**src/core/adchri_pkg.sv**
```systemverilog
package adchri_pkg;
  localparam int ADDR_W = 10;
  localparam int DATA_W = 8;
  localparam int SAMPLE_W = 12;
  localparam int DI_W = 16;
  localparam int OFS_W = 4;
  localparam int CHAN_W = 6;
  localparam int CODE_W = 4;
  localparam int GAIN_W = 3;
  localparam int IDX_W = 4;

  localparam logic [OFS_W-1:0] OFS_SAMPLE_LO = 4'h4;
  localparam logic [OFS_W-1:0] OFS_SAMPLE_HI = 4'h5;
  localparam logic [OFS_W-1:0] OFS_INPUT_LO = 4'h6;
  localparam logic [OFS_W-1:0] OFS_INPUT_HI = 4'h7;
  localparam logic [OFS_W-1:0] OFS_RANGE = 4'h9;
  localparam logic [OFS_W-1:0] OFS_CHANNEL = 4'hA;
  localparam logic [OFS_W-1:0] OFS_KICK = 4'hC;
  localparam logic [OFS_W-1:0] OFS_OUT_LO = 4'hD;
  localparam logic [OFS_W-1:0] OFS_OUT_HI = 4'hE;
  localparam logic [OFS_W-1:0] OFS_SPARE = 4'hF;

  localparam int CH_BANK_LO_BIT = 4;
  localparam int CH_BANK_HI_BIT = 5;
  localparam int CH_IDX_MSB = 3;
  localparam int RANGE_UNI_BIT = 2;
  localparam int RANGE_HALF_BIT = 3;
  localparam int HIGH_NIBBLE_W = SAMPLE_W - DATA_W;

  localparam logic FLAG_RESET = 1'b1;
  localparam logic [CHAN_W-1:0] CHANNEL_RESET = 6'h00;
  localparam logic [CODE_W-1:0] RANGE_RESET = 4'h0;
  localparam logic [2:0] HIGH_PAD = 3'h0;
  localparam logic [GAIN_W-1:0] SE_MAX_GAIN = 3'h4;
  localparam logic [CODE_W-1:0] LOW_HALF_CODE = 4'h8;

  typedef enum logic [2:0] {
    VAR_LOW_GAIN = 3'b001,
    VAR_HIGH_GAIN = 3'b010,
    VAR_SE_ONLY = 3'b100
  } adchri_variant_t;

  typedef enum logic [1:0] {
    CONV_IDLE = 2'b01,
    CONV_BUSY = 2'b10
  } adchri_conv_t;

  typedef struct packed {
    logic aen;
    logic rdN;
    logic wrN;
    logic [ADDR_W-1:0] addr;
    logic [DATA_W-1:0] data;
    logic [DI_W-1:0] di;
  } adchri_pins_t;

  typedef struct packed {
    logic bankLow;
    logic bankHigh;
    logic differential;
    logic [IDX_W-1:0] index;
  } adchri_mux_t;

  typedef struct packed {
    logic [GAIN_W-1:0] gainStep;
    logic halfGain;
    logic unipolar;
    logic valid;
  } adchri_range_t;
endpackage

```
**src/core/adchri_core.sv**
```systemverilog
`timescale 1ns/1ps
// Behaviour
// - Decode sixteen bytes at base, last unused
// - Offsets four to seven split read/write
// - Result low byte offset 4, high nibble 5
// - High byte: zeros above, flag bit 4
// - Flag one until result held, then zero
// - Reading low byte sets flag back
// - Host writes never alter stored result
// - Channel register at 10, write only
// - Mux holds channel until conversion passes
// - Index in bits 3..0, top bits ignored
// - Bit 4 alone enables low bank
// - Bit 5 alone enables high bank
// - Both bank bits select differential pairs
// - Range register at 9, code bits 3..0
// - Gain variants: code bit 2 unipolar
// - Single-ended variant: gain only, bit 3 unused
// - High gain: decades, half bipolar, 11 invalid
// - Low gain: binary steps, 1000 half bipolar
// - Single-ended variant: codes 0..4 gains 1..16
module adchri_core
  import adchri_pkg::*;
#(
  parameter logic [ADDR_W-1:0] BASE_ADDR = 10'h220,
  parameter adchri_variant_t VARIANT = VAR_HIGH_GAIN
) (
  input wire logic clk,
  input wire logic rst_n,
  input wire adchri_pins_t busPins,
  output logic [DATA_W-1:0] dataOut,
  output logic dataOe,
  output logic convStart,
  input wire logic convDone,
  input wire logic [SAMPLE_W-1:0] convData,
  output adchri_mux_t muxSel,
  output adchri_range_t rangeSel,
  output logic [SAMPLE_W-1:0] dacOne,
  output logic [SAMPLE_W-1:0] dacTwo,
  output logic [DI_W-1:0] digOut
);
  localparam int PIN_W = $bits(adchri_pins_t);

  if (BASE_ADDR[OFS_W-1:0] != '0) begin : g_bad_base
    $error("Base address must be aligned to sixteen bytes");
  end

  logic [PIN_W-1:0] syncA_reg;
  logic [PIN_W-1:0] syncB_reg;
  logic [PIN_W-1:0] syncC_reg;
  logic [PIN_W-1:0] pinFilt_reg;
  adchri_pins_t pins;
  logic rdPrev_reg;
  logic wrPrev_reg;
  logic hit;
  logic [OFS_W-1:0] ofs;
  logic rdStart;
  logic wrEnd;
  logic readable;
  logic [DATA_W-1:0] readData;
  logic [DATA_W-1:0] dataOut_reg;
  logic dataOe_reg;
  logic flag_reg;
  logic [SAMPLE_W-1:0] result_reg;
  logic [CHAN_W-1:0] chan_reg;
  logic [CODE_W-1:0] range_reg;
  adchri_mux_t muxSel_reg;
  adchri_range_t rangeSel_reg;
  adchri_conv_t convState_reg;
  logic convStart_reg;
  logic kickWrite;
  logic [DATA_W-1:0] dacOneLo_reg;
  logic [DATA_W-1:0] dacTwoLo_reg;
  logic [SAMPLE_W-1:0] dacOne_reg;
  logic [SAMPLE_W-1:0] dacTwo_reg;
  logic [DI_W-1:0] digOut_reg;

  function automatic adchri_mux_t muxDecode(input logic [CHAN_W-1:0] chan);
    adchri_mux_t m;
    m = '0;
    m.index = chan[CH_IDX_MSB:0];
    if (VARIANT != VAR_SE_ONLY) begin
      m.bankLow = chan[CH_BANK_LO_BIT] & ~chan[CH_BANK_HI_BIT];
      m.bankHigh = chan[CH_BANK_HI_BIT] & ~chan[CH_BANK_LO_BIT];
      m.differential = chan[CH_BANK_HI_BIT] & chan[CH_BANK_LO_BIT];
      if (m.differential) begin
        m.index[CH_IDX_MSB] = 1'b0;
      end
    end
    return m;
  endfunction

  function automatic adchri_range_t rangeDecode(input logic [CODE_W-1:0] code);
    adchri_range_t r;
    r = '0;
    unique case (VARIANT)
      VAR_HIGH_GAIN: begin
        r.gainStep = {1'b0, code[1:0]};
        r.unipolar = code[RANGE_UNI_BIT];
        r.halfGain = code[RANGE_HALF_BIT] & ~code[RANGE_UNI_BIT];
        r.valid = ~(code[RANGE_HALF_BIT] & code[RANGE_UNI_BIT]);
      end
      VAR_LOW_GAIN: begin
        r.gainStep = {1'b0, code[1:0]};
        r.unipolar = code[RANGE_UNI_BIT];
        r.halfGain = (code == LOW_HALF_CODE);
        r.valid = ~code[RANGE_HALF_BIT] | r.halfGain;
        if (r.halfGain) begin
          r.gainStep = '0;
        end
      end
      VAR_SE_ONLY: begin
        // Full-scale choice is a board jumper, so no polarity output here
        r.gainStep = code[GAIN_W-1:0];
        r.valid = (code[GAIN_W-1:0] <= SE_MAX_GAIN);
      end
      default: begin
        r = '0;
      end
    endcase
    return r;
  endfunction

  // Three-stage capture; only the agreed value of stages two and three is used
  always_ff @(posedge clk or negedge rst_n) begin
    if (!rst_n) begin
      syncA_reg <= '1;
      syncB_reg <= '1;
      syncC_reg <= '1;
      pinFilt_reg <= '1;
    end else begin
      syncA_reg <= busPins;
      syncB_reg <= syncA_reg;
      syncC_reg <= syncB_reg;
      pinFilt_reg <= (syncB_reg & syncC_reg) | (pinFilt_reg & (syncB_reg ^ syncC_reg));
    end
  end

  assign pins = adchri_pins_t'(pinFilt_reg);
  assign ofs = pins.addr[OFS_W-1:0];
  assign hit = ~pins.aen && (pins.addr[ADDR_W-1:OFS_W] == BASE_ADDR[ADDR_W-1:OFS_W]);
  assign rdStart = hit && !pins.rdN && rdPrev_reg;
  // Writes act on the trailing edge, where the host data is surely settled
  assign wrEnd = hit && pins.wrN && !wrPrev_reg;
  assign kickWrite = wrEnd && (ofs == OFS_KICK);

  always_ff @(posedge clk or negedge rst_n) begin
    if (!rst_n) begin
      rdPrev_reg <= 1'b1;
      wrPrev_reg <= 1'b1;
    end else begin
      rdPrev_reg <= pins.rdN;
      wrPrev_reg <= pins.wrN;
    end
  end

  // Only the data bytes drive the bus; other offsets, spare included, stay off
  always_comb begin
    readable = 1'b1;
    readData = '0;
    unique case (ofs)
      OFS_SAMPLE_LO: readData = result_reg[DATA_W-1:0];
      OFS_SAMPLE_HI: readData = {HIGH_PAD, flag_reg, result_reg[SAMPLE_W-1:DATA_W]};
      OFS_INPUT_LO: readData = pins.di[DATA_W-1:0];
      OFS_INPUT_HI: readData = pins.di[DI_W-1:DATA_W];
      default: readable = 1'b0;
    endcase
  end

  always_ff @(posedge clk or negedge rst_n) begin
    if (!rst_n) begin
      dataOut_reg <= '0;
      dataOe_reg <= 1'b0;
    end else begin
      if (rdStart) begin
        dataOut_reg <= readData;
      end
      dataOe_reg <= hit && !pins.rdN && readable;
    end
  end

  // A finished conversion outranks a low-byte read in the same cycle
  always_ff @(posedge clk or negedge rst_n) begin
    if (!rst_n) begin
      flag_reg <= FLAG_RESET;
    end else if (convDone) begin
      flag_reg <= 1'b0;
    end else if (rdStart && ofs == OFS_SAMPLE_LO) begin
      flag_reg <= 1'b1;
    end
  end

  always_ff @(posedge clk or negedge rst_n) begin
    if (!rst_n) begin
      result_reg <= '0;
    end else if (convDone) begin
      result_reg <= convData;
    end
  end

  always_ff @(posedge clk or negedge rst_n) begin
    if (!rst_n) begin
      chan_reg <= CHANNEL_RESET;
      range_reg <= RANGE_RESET;
    end else if (wrEnd) begin
      if (ofs == OFS_CHANNEL) begin
        chan_reg <= pins.data[CHAN_W-1:0];
      end
      if (ofs == OFS_RANGE) begin
        range_reg <= pins.data[CODE_W-1:0];
      end
    end
  end

  // Settings are copied out only between conversions, so a running one is undisturbed
  always_ff @(posedge clk or negedge rst_n) begin
    if (!rst_n) begin
      muxSel_reg <= '0;
      rangeSel_reg <= '0;
    end else if (convState_reg == CONV_IDLE) begin
      muxSel_reg <= muxDecode(chan_reg);
      rangeSel_reg <= rangeDecode(range_reg);
    end
  end

  // A kick while busy is dropped; the converter owns the channel until done
  always_ff @(posedge clk or negedge rst_n) begin
    if (!rst_n) begin
      convState_reg <= CONV_IDLE;
      convStart_reg <= 1'b0;
    end else begin
      convStart_reg <= 1'b0;
      unique case (convState_reg)
        CONV_IDLE: begin
          if (kickWrite) begin
            convStart_reg <= 1'b1;
            convState_reg <= CONV_BUSY;
          end
        end
        CONV_BUSY: begin
          if (convDone) begin
            convState_reg <= CONV_IDLE;
          end
        end
        default: begin
          convState_reg <= CONV_IDLE;
        end
      endcase
    end
  end

  // Output bytes of each analog channel move together on the high byte
  always_ff @(posedge clk or negedge rst_n) begin
    if (!rst_n) begin
      dacOneLo_reg <= '0;
      dacTwoLo_reg <= '0;
      dacOne_reg <= '0;
      dacTwo_reg <= '0;
      digOut_reg <= '0;
    end else if (wrEnd) begin
      unique case (ofs)
        OFS_SAMPLE_LO: dacOneLo_reg <= pins.data;
        OFS_SAMPLE_HI: dacOne_reg <= {pins.data[HIGH_NIBBLE_W-1:0], dacOneLo_reg};
        OFS_INPUT_LO: dacTwoLo_reg <= pins.data;
        OFS_INPUT_HI: dacTwo_reg <= {pins.data[HIGH_NIBBLE_W-1:0], dacTwoLo_reg};
        OFS_OUT_LO: digOut_reg[DATA_W-1:0] <= pins.data;
        OFS_OUT_HI: digOut_reg[DI_W-1:DATA_W] <= pins.data;
        default: begin
        end
      endcase
    end
  end

  assign dataOut = dataOut_reg;
  assign dataOe = dataOe_reg;
  assign convStart = convStart_reg;
  assign muxSel = muxSel_reg;
  assign rangeSel = rangeSel_reg;
  assign dacOne = dacOne_reg;
  assign dacTwo = dacTwo_reg;
  assign digOut = digOut_reg;
endmodule

```
**config.mk**
```make
export PLATFORM = sky130hd
export DESIGN_NAME = adchri_core
export DESIGN_NICKNAME = d
export VERILOG_FILES = /design/src/core/adchri_pkg.sv /design/src/core/adchri_core.sv
export SDC_FILE = /design/constraint.sdc
export NUM_CORES = 1
export LEC_CHECK = 0
export BUFFER_PORTS_ARGS = -buffer_cell sky130_fd_sc_hd__buf_2
export CELL_PAD_IN_SITES_DETAIL_PLACEMENT = 0
export CELL_PAD_IN_SITES_GLOBAL_PLACEMENT = 2
export CORE_ASPECT_RATIO = 0.5
export CORE_UTILIZATION = 40
export DETAILED_ROUTE_END_ITERATION = 6
export MAX_ROUTING_LAYER = met4
export PLACE_DENSITY = 0.81
export SLEW_MARGIN = 5
export SYNTH_ARGS = -nofsm -noshare
export SYNTH_HDL_FRONTEND = slang
export SYNTH_SLANG_ARGS = --single-unit
```
**constraint.sdc**
```tcl
create_clock -name clk -period 1.9 [get_ports clk]
set_input_delay 0.19 -clock clk [delete_from_list [all_inputs] [get_ports clk]]
set_output_delay 0.19 -clock clk [all_outputs]
set_load 0.05 [all_outputs]
```
==> flow_metrics.py, run 1 <==
metrics = {
    "run_status": {
        "status": "finished, final reports clean",
    },
    "routing": {
        "drt-initial-drc-count": 241,
        "drtAntennaViolNets": 0,
        "dr.pass1.iters": 4,
        "wl_um": 15700,
        "via_per_inst": 4.65,
        "vias": 4754,
        "drc": 0,
        "wl_per_cell_um": 15.3,
    },
    "clock_tree": {
        "cts.sinks": 253,
        "cts_buffers": 22,
        "cts-root-buf": "clkbuf_16",
        "insertion_delay_ns": 0.50,
        "clockBufferDepth": 3,
        "clkSlewWorstSetupHoldPaths_ns": 0.07,
        "cts_tree": "built",
        "htreeDepth": 1,
        "post_cts_buffers": 0,
    },
    "global_routing": {
        "grt_pass1_wl_um": 25600,
        "grt_pass1_vias": 4901,
        "grt_overflow": 0,
        "grt_usage": 0.143,
        "grt_max_degree": 66,
        "antenna_found_initial": 0,
    },
    "pwr": {
        "powerDensity_mw_per_mm2": 983,
        "peakVddDrop_mv": 0.506,
        "leakage_nw": 5.59,
        "power_mw": 11.2,
    },
    "sta": {
        "max_clock_freq_mhz": 582,
        "setup_viol": 0,
        "worst_pin_slew_ns": 0.537,
        "finalHoldViolCount": 0,
        "tns_ns": 0,
        "period_minus_slack_ns": 1.72,
        "clock_skew_ns": 0.0101,
        "drv_slew": 0,
        "rsz0062_at_grt": "false",
        "whs_ns": 0.151,
        "fin_crit_sh": 0.904,
        "slew_headroom": 0.642,
    },
    "synth": {
        "synthCells": 515,
        "yosysWarningCount": 0,
        "syn_area_sq_mm": 0.00904,
        "synth.distinct_cells": 39,
        "synth_area_leaders": "dfstp_2, dfrtp_1, mux2_2",
        "synth_area_per_cell_sq_um": 17.6,
        "synth-seq-cells": 253,
        "syn-num-nets": 604,
        "yosysSeqAreaShare": 0.721,
        "synth_top_area_share": 0.442,
        "yosysTopAreaCell": "dfstp_2",
    },
    "setup_path": {
        "r2r_slack_ns": 0.18,
        "critical_path.endpoint_type": "register",
        "timing.rr.start": "pinFilt_reg[25]$_DFF_PN1_",
        "worstPathRequired_ns": 2.28,
        "cp.arrival_ns": 2.10,
        "crit_start": "pinFilt_reg[25]$_DFF_PN1_",
        "worstPathMaxFanout": 17,
        "crit_type": "register to register",
        "start_kind": "register",
    },
    "finish": {
        "layout-drive-gt1-share": 0.584,
        "antenna_cells": 0,
        "fin_cells": 1022,
        "synthToLayoutAreaGrowth_pct": 25.7,
        "final_nets": 795,
        "num-fill-cells": 1848,
    },
    "place": {
        "gp_congestion": 0.710,
        "dp_hpwl_um": 10500,
        "dp_cells": 932,
        "io_buffers": 113,
    },
    "die": {
        "num_rows": 38,
        "io_pins": 115,
        "die_x_um": 215,
        "start_util": 0.413,
        "coreArea_sq_mm": 0.0219,
        "die_area_sq_mm": 0.0233,
        "die_h_um": 108,
    },
    "hold_path": {
        "worstHoldStart": "convDone",
        "hold_class": "primary input to register",
    },
    "run": {
        "maxCapViolCount": 0,
    },
}
what timing repair did:
| action | 4_1_cts | 5_1_grt |
|---|---|---|
| endpoints found under the setup margin | 0 | 0 |
| hold buffers | 50 | 0 |
| gates resized for setup | 0 | 0 |
| endpoints found under the hold margin | 82 | 0 |
layer usage:
| layer | part of all wire | up-vias | GRT usage |
|---|---|---|---|
| li1 | - | 2217 | - |
| met1 | 0.48 | 2441 | 0.196 |
| met2 | 0.47 | 72 | 0.224 |
| met3 | 0.032 | 24 | 0.0270 |
| met4 | 0.014 | 0 | 0.0296 |
| met5 | 0 | - | - |
cell usage after synthesis:
| cell | number |
|---|---|
| a211oi_1 | 3 |
| a21boi_0 | 3 |
| a21o_1 | 38 |
| a21oi_1 | 1 |
| and3b_1 | 2 |
| and4b_1 | 1 |
| and4bb_2 | 1 |
| buf_2 | 5 |
| buf_4 | 3 |
| buf_6 | 2 |
| clkbuf_1 | 4 |
| clkbuf_2 | 1 |
| conb_1 | 1 |
| dfrtp_1 | 101 |
| dfstp_2 | 152 |
| ha_1 | 37 |
| inv_1 | 4 |
| mux2_2 | 90 |
| mux2_4 | 2 |
| mux2i_1 | 13 |
| nand2_1 | 9 |
| nand2b_1 | 6 |
| nand3b_1 | 1 |
| nand4_1 | 4 |
| nand4_2 | 5 |
| nand4b_4 | 1 |
| nor2b_1 | 1 |
| nor3b_1 | 2 |
| nor3b_4 | 1 |
| nor4_1 | 1 |
| nor4b_2 | 1 |
| nor4b_4 | 1 |
| nor4bb_1 | 3 |
| o21ai_0 | 5 |
| o22ai_1 | 6 |
| o32a_1 | 1 |
| o32ai_1 | 1 |
| or3_1 | 1 |
| or3b_2 | 1 |
critical path: stages (launching register included):
cell      delay, ns
dfstp_2        0.62
buf_4          0.33
mux2i_1        0.28
a211oi_1       0.10
mux2_2         0.26
cell usage in the layout, fill, tap and decap left out, types with 6 or more instances in the layout:
cell / instances
mux2i_1: 13
nand2b_1: 6
mux2_2: 90
ha_1: 37
o22ai_1: 6
clkbuf_16: 23
a21o_1: 38
dfstp_2: 152
dlygate4sd3_1: 50
buf_12: 7
nand2_1: 9
buf_4: 12
dfrtp_1: 101
buf_2: 112
power breakdown:
part           leakage, nW  switching [mW]  total (mW)  internal, mW
registers             2.98           0.193        6.01          5.82
clock network        0.363            1.89        4.46          2.56
logic                 2.25           0.353       0.709         0.356
logic make-up (layout without fill, tap and decap cells):
group | Yosys count | count (layout) | synth area share
DFF | 253 | 253 | 0.721
and+or+nand+nor | 42 | 42 | 0.0398
buffers and inverters | 19 | 226 | 0.0116
AOI/OAI and AO/OA | 58 | 58 | 0.0461
adders and majority gates | 37 | 37 | 0.0512
muxes | 105 | 105 | 0.130
other | 1 | 1 | 0.000415
cell type report:
type | count | area (sq um) | area share
clock buffers | 33 | 663 | 0.0583
clock inverters | 7 | 67.6 | 0.00594
inverters | 4 | 15.0 | 0.00132
multi-input cells | 243 | 2420 | 0.213
flip-flops and latches | 253 | 6520 | 0.574
well taps | 300 | 375 | 0.0330
repair buffers | 182 | 1310 | 0.115
worst paths after layout:
path / cells past startpoint / endpoint
max: 4 / dataOut[5]$_DFFE_PN0P_
min: 2 / flag_reg$_DFFE_PN1P_
max reg2reg: 4 / dataOut[5]$_DFFE_PN0P_
min reg2reg: 0 / syncB_reg[4]$_DFF_PN1_
max in group asynchronous: 3 / syncA_reg[13]$_DFF_PN1_
min in group asynchronous: 2 / digOut[7]$_DFFE_PN0P_
metrics by stage:
| stage | utilization | setup slack [ns] | cell area (sq um) |
|---|---|---|---|
| floorplan | - | 0.202 | 9040 |
| global placement | 0.462 | 0.198 | 10100 |
| detailed placement | 0.462 | 0.175 | 10100 |
| CTS | 0.519 | 0.169 | 11400 |
| global route | 0.519 | 0.0532 | 11400 |
| finish | 0.519 | 0.182 | 11400 |
(Power assumes the default switching activity.)
==> run 2: changes to the inputs <==
- CAP_MARGIN: unset -> 20
- clock period: 1.9 -> 1.7 ns (I/O delays scaled with it)
==> run 2 against run 1 <==
Against the previous run:
- utilization up 0.33 points
- global-route usage up 0.49 points
- fmax up 2.7%
- clock skew up 0.0030 ns
- sequential power up 11%
- sequential cell count unchanged
- hold slack worse by 0.0047 ns
- clock power up 7.8%
- non-clock buffer count up 9
- critical endpoint is now dacTwo[7]$_DFFE_PN0P_
==> flow_metrics.py, run 2 (same netlist as run 1, synthesis figures left out) <==
metrics = {
    "run_status": {
        "status": "finished, final reports clean",
    },
    "finish": {
        "multi_input_area_sq_mm": 0.00242,
        "seqCellArea_sq_mm": 0.00652,
        "fin_area_sq_mm": 0.0114,
        "synthToLayoutAreaGrowth_pct": 26.5,
        "final_cell_mix": "dfstp_2, buf_2, dfrtp_1",
        "layout-drive-gt1-share": 0.583,
        "antenna_cells": 0,
        "post-route-util": 0.522,
        "final_common_cell": "dfstp_2",
        "final_nets": 804,
        "fin_cells": 1031,
        "num-fill-cells": 1830,
    },
    "clock_tree": {
        "clockBufferDepth": 3,
        "clkSlewWorstSetupHoldPaths_ns": 0.07,
        "cts-root-buf": "clkbuf_16",
        "cts_buffers": 22,
        "htreeDepth": 1,
        "cts_tree": "built",
        "insertion_delay_ns": 0.51,
        "cts.sinks": 253,
    },
    "pwr": {
        "peakVddDrop_mv": 0.680,
        "p_clk_frac": 0.390,
        "switching_share": 0.220,
        "power_mw": 12.3,
        "intPower_mw": 9.62,
        "combPwrFrac": 0.067,
        "powerDensity_mw_per_mm2": 1080,
        "leakage_nw": 5.63,
        "power.net_switching_mw": 2.72,
        "power_frac_seq": 0.543,
    },
    "sta": {
        "clock_skew_ns": 0.0131,
        "max_clock_freq_mhz": 598,
        "slew_headroom": 0.648,
        "finalHoldViolCount": 0,
        "drv_slew": 0,
        "worst_pin_slew_ns": 0.528,
        "setup_viol": 0,
        "fin_crit_sh": 0.984,
        "rsz0062_at_grt": "true",
        "period_minus_slack_ns": 1.67,
    },
    "setup_path": {
        "cp_slowest_cell": "dfstp_2",
        "cp.buffers_inverters": 2,
        "cp.arrival_ns": 2.06,
        "crit_chain": "nor4b_4 -> buf_12 -> nand4_1 -> buf_12 -> mux2_2",
        "critical_path.endpoint_type": "register",
        "cp_top_family": "flip-flops",
        "max_stage_delay_ns": 0.53,
        "crit_top_cell": "buf_12",
        "start_kind": "register",
        "crit_type": "register to register",
        "worstPathRequired_ns": 2.08,
        "worstPathMaxFanout": 12,
    },
    "routing": {
        "wl_um": 15800,
        "drc": 0,
        "vias": 4782,
        "wl_per_cell_um": 15.3,
        "dr.pass1.iters": 4,
        "via_per_inst": 4.64,
        "drt-initial-drc-count": 215,
        "drtAntennaViolNets": 0,
    },
    "global_routing": {
        "grt_overflow": 0,
        "grt_usage": 0.148,
        "grt_pass1_vias": 5049,
        "grt_pass1_wl_um": 26300,
        "antenna_found_initial": 0,
        "grt_max_degree": 66,
    },
    "die": {
        "coreArea_sq_mm": 0.0219,
        "die_h_um": 108,
        "die_x_um": 215,
        "start_util": 0.413,
        "die_area_sq_mm": 0.0233,
        "num_rows": 38,
        "io_pins": 115,
    },
    "place": {
        "dp_cells": 939,
        "gp_congestion": 0.742,
        "dp_hpwl_um": 10700,
        "io_buffers": 113,
        "placed_cell_area_sq_mm": 0.0102,
    },
    "hold_path": {
        "hold_class": "primary input to register",
    },
    "run": {
        "maxCapViolCount": 0,
    },
}
-- run 2: changes by cell type in the layout (fill, tap and decap cells not counted), moves of 2 or more --
cell,delta
buf_4,+4
buf_12,+3
buf_6,+2
clkbuf_1,+5
clkbuf_8,-4
-- run 2: per-stage QoR --
| step | hold slack, ns | setup TNS (ns) | worst slack (ns) |
|---|---|---|---|
| after floorplan | -0.126 | 0 | 0.00224 |
| after detailed placement | 0.169 | 0 | 0.00450 |
| after CTS | 0.132 | 0 | 0.00542 |
| final | 0.146 | 0 | 0.0269 |
| after global routing | 0.159 | -0.939 | -0.0498 |
| after global placement | 0.156 | -0.000975 | -0.000975 |
-- run 2: worst paths after layout --
| path | start | to | slack, ns | cells after the start |
|---|---|---|---|---|
| max | pinFilt_reg[29]$_DFF_PN1_ | dacTwo[7]$_DFFE_PN0P_ | 0.03 | 5 |
| min | convDone | flag_reg$_DFFE_PN1P_ | 0.15 | 2 |
| max reg2reg | pinFilt_reg[29]$_DFF_PN1_ | dacTwo[7]$_DFFE_PN0P_ | 0.03 | 5 |
| min reg2reg | syncA_reg[27]$_DFF_PN1_ | syncB_reg[27]$_DFF_PN1_ | 0.35 | 0 |
| max in group asynchronous | rst_n | syncC_reg[30]$_DFF_PN1_ | 0.80 | 3 |
| min in group asynchronous | rst_n | digOut[15]$_DFFE_PN0P_ | 0.21 | 2 |
-- run 2: repair_timing --
item / CTS / global route
endpoints found under the hold margin: 104 / 0
setup endpoints to repair: 3 / 60
setup buffers: 0 / 2
gates cloned: 0 / 0
resized for setup: 2 / 1
hold buffers: 50 / 0
-- run 2: power by group through the flow --
| stage | Combinational, mW | Sequential (mW) | Clock [mW] |
|---|---|---|---|
| after floorplan | 0.383 | 6.77 | 0 |
| after global placement | 0.727 | 6.80 | 0 |
| after detailed placement | 0.747 | 6.81 | 0 |
| after CTS | 0.840 | 6.71 | 4.97 |
| after global routing | 0.935 | 6.75 | 5.23 |
| final | 0.828 | 6.70 | 4.81 |
-- run 2: routing by layer --
layer	wire length (um)	track usage
met1	7480	0.198
met2	7540	0.234
met3	508	0.0298
met4	271	0.0352
met5	0	-
-- run 2: cell type report --
type,count,share of cell area
Sequential cell,253,0.570
Multi-Input combinational cell,243,0.212
Timing Repair Buffer,191,0.124
Clock buffer,34,0.0548
Tap cell,300,0.0328
Clock inverter,6,0.00514
Inverter,4,0.00131
-- run 2: worst reg2reg max path, stage by stage (launching register included) --
cell     delay [ns]
dfstp_2        0.53
nor4b_4        0.25
buf_12         0.18
nand4_1        0.13
buf_12         0.19
mux2_2         0.27
==> run 3: changes to the inputs <==
- GPL_TIMING_DRIVEN: unset -> 0
==> run 3 against run 2 <==
Against the previous run:
- the flow now finishes with violations (setup timing)
- combinational power up 16%
- largest cell class unchanged
- setup slack got worse by 0.083 ns
- design area is 3.7% higher
- sequential share of layout area fell by 2.1 points
- total power is 11% higher
- wire length is 7.1% higher
- non-clock buffer count rose by 10
- sequential cell count is the same
- hold slack better by 0.038 ns
- utilization grew 1.9 points
- final cell count up 1.3%
- via count is 1.9% higher
==> flow_metrics.py, run 3 (same netlist as run 1, synthesis figures left out) <==
metrics = {
    "die": {
        "io_pins": 115,
        "die_h_um": 108,
        "die_area_sq_mm": 0.0233,
        "coreArea_sq_mm": 0.0219,
        "die_x_um": 215,
        "num_rows": 38,
        "start_util": 0.413,
    },
    "pwr": {
        "peakVddDrop_mv": 0.595,
        "intPower_mw": 10.7,
        "p_clk_frac": 0.439,
        "leakage_nw": 5.81,
        "power_frac_seq": 0.491,
        "combPwrFrac": 0.070,
        "powerDensity_mw_per_mm2": 1150,
        "power.net_switching_mw": 2.93,
        "switching_share": 0.215,
    },
    "setup_path": {
        "crit_type": "register to register",
        "cp.arrival_ns": 2.16,
        "cp.buffers_inverters": 2,
        "cp_slowest_cell": "dfstp_2",
        "crit_chain": "nor4b_4 -> buf_4 -> buf_8 -> nand4_4 -> mux2_2",
        "max_stage_delay_ns": 0.54,
        "start_kind": "register",
        "worstPathRequired_ns": 2.10,
        "cp_top_family": "flip-flops",
        "worstPathMaxFanout": 8,
        "critical_path.endpoint_type": "register",
    },
    "sta": {
        "rsz0062_at_grt": "true",
        "clock_skew_ns": 0.0149,
        "slew_headroom": 0.541,
        "whs_ns": 0.185,
        "finalHoldViolCount": 0,
        "setup_viol": 31,
        "setup_slack_ns": -0.0564,
        "drv_slew": 0,
        "tns_ns": -0.864,
        "period_minus_slack_ns": 1.76,
        "fin_crit_sh": 1.03,
        "max_clock_freq_mhz": 569,
        "worst_pin_slew_ns": 0.689,
    },
    "finish": {
        "final_common_cell": "dfstp_2",
        "antenna_cells": 0,
        "num-fill-cells": 1812,
        "synthToLayoutAreaGrowth_pct": 31.2,
        "final_nets": 816,
        "layout-drive-gt1-share": 0.610,
        "final_cell_mix": "dfstp_2, buf_2, dfrtp_1",
        "fin_area_sq_mm": 0.0119,
        "seqCellArea_sq_mm": 0.00652,
        "multi_input_area_sq_mm": 0.00257,
        "post-route-util": 0.541,
        "fin_cells": 1044,
    },
    "clock_tree": {
        "insertion_delay_ns": 0.52,
        "cts.sinks": 253,
        "clkSlewWorstSetupHoldPaths_ns": 0.07,
        "cts_buffers": 23,
        "clockBufferDepth": 3,
        "cts_tree": "built",
        "cts-root-buf": "clkbuf_16",
        "htreeDepth": 1,
    },
    "routing": {
        "drc": 0,
        "drtAntennaViolNets": 0,
        "wl_um": 16900,
        "vias": 4875,
        "dr.pass1.iters": 4,
        "drt-initial-drc-count": 251,
        "via_per_inst": 4.67,
        "wl_per_cell_um": 16.2,
    },
    "global_routing": {
        "grt_overflow": 0,
        "grt_pass1_wl_um": 27400,
        "grt_max_degree": 117,
        "antenna_found_initial": 0,
        "grt_pass1_vias": 5139,
        "grt_usage": 0.155,
    },
    "place": {
        "dp_hpwl_um": 10400,
        "dp_cells": 929,
        "placed_cell_area_sq_mm": 0.0100,
        "gp_congestion": 0.682,
        "io_buffers": 112,
    },
    "hold_path": {
        "hold_class": "primary input to register",
    },
    "run_status": {
        "status": "finished with violations",
        "violations": "setup timing",
    },
    "run": {
        "maxCapViolCount": 0,
    },
}
==> run 3: changes by cell type in the layout (fill, tap and decap cells not counted), moves of 3 or more <==
cell	change
nand4_4	+5
nand4_2	-5
buf_4	+3
clkbuf_1	-6
buf_8	+3
buf_12	-6
nor4bb_1	-3
nor4bb_4	+3
bufinv_16	+6
buf_6	+4
clkbuf_8	+3
==> run 3: path summary, 6_finish.rpt <==
path                                           start                     endpoint  slack (ns)  depth (start not counted)
max in group asynchronous                      rst_n    result_reg[7]$_DFFE_PN0P_        0.24                          4
setup reg to reg           pinFilt_reg[29]$_DFF_PN1_        digOut[4]$_DFFE_PN0P_       -0.06                          5
min in group asynchronous                      rst_n  dacOneLo_reg[6]$_DFFE_PN0P_        0.19                          2
hold reg to reg              syncA_reg[35]$_DFF_PN1_      syncB_reg[35]$_DFF_PN1_        0.35                          0
hold / removal                              convDone    result_reg[3]$_DFFE_PN0P_        0.18                          2
setup / recovery           pinFilt_reg[29]$_DFF_PN1_        digOut[4]$_DFFE_PN0P_       -0.06                          5
==> run 3: final cells by class <==
class                   count  share of cell area
flip-flops and latches    253               0.550
multi-input cells         244               0.217
repair buffers            189               0.115
clock buffers              28              0.0535
well taps                 300              0.0316
clock inverters            14              0.0221
plain buffers              12              0.0101
inverters                   4             0.00127
==> run 3: worst reg2reg max path, stage by stage (launching register included) <==
cell     delay [ns]
dfstp_2        0.54
nor4b_4        0.18
buf_4          0.18
buf_8          0.15
nand4_4        0.23
mux2_2         0.36
==> run 3: what timing repair did <==
action	4_1_cts	5_1_grt
gates resized for setup	21	25
endpoints found under the hold margin	117	0
pin swaps	6	2
cloned	2	2
endpoints found under the setup margin	75	74
hold buffers	50	0
buffers inserted	14	8
==> run 3: through the flow <==
stage	setup WS [ns]	power, mW
global route	-0.113	14.3
global placement	-3.76	7.47
detailed placement	-0.333	7.53
CTS	-0.0682	13.8
finish	-0.0564	13.7
floorplan	0.00224	7.15
==> run 3: routing by layer <==
layer  track usage  vias up  share of wire
met1         0.204     2517           0.47
met2         0.248       67           0.48
li1              -     2262              -
met4        0.0444        0          0.023
met5             -        -              0
met3        0.0298       29          0.031
==> run 3: power by group through the flow <==
stage               Clock [mW]  Sequential [mW]  Combinational, mW
floorplan                    0             6.77              0.383
global placement             0             6.78              0.695
detailed placement           0             6.79              0.735
CTS                       6.19             6.71              0.914
global route              6.46             6.75               1.06
finish                    6.00             6.71              0.959
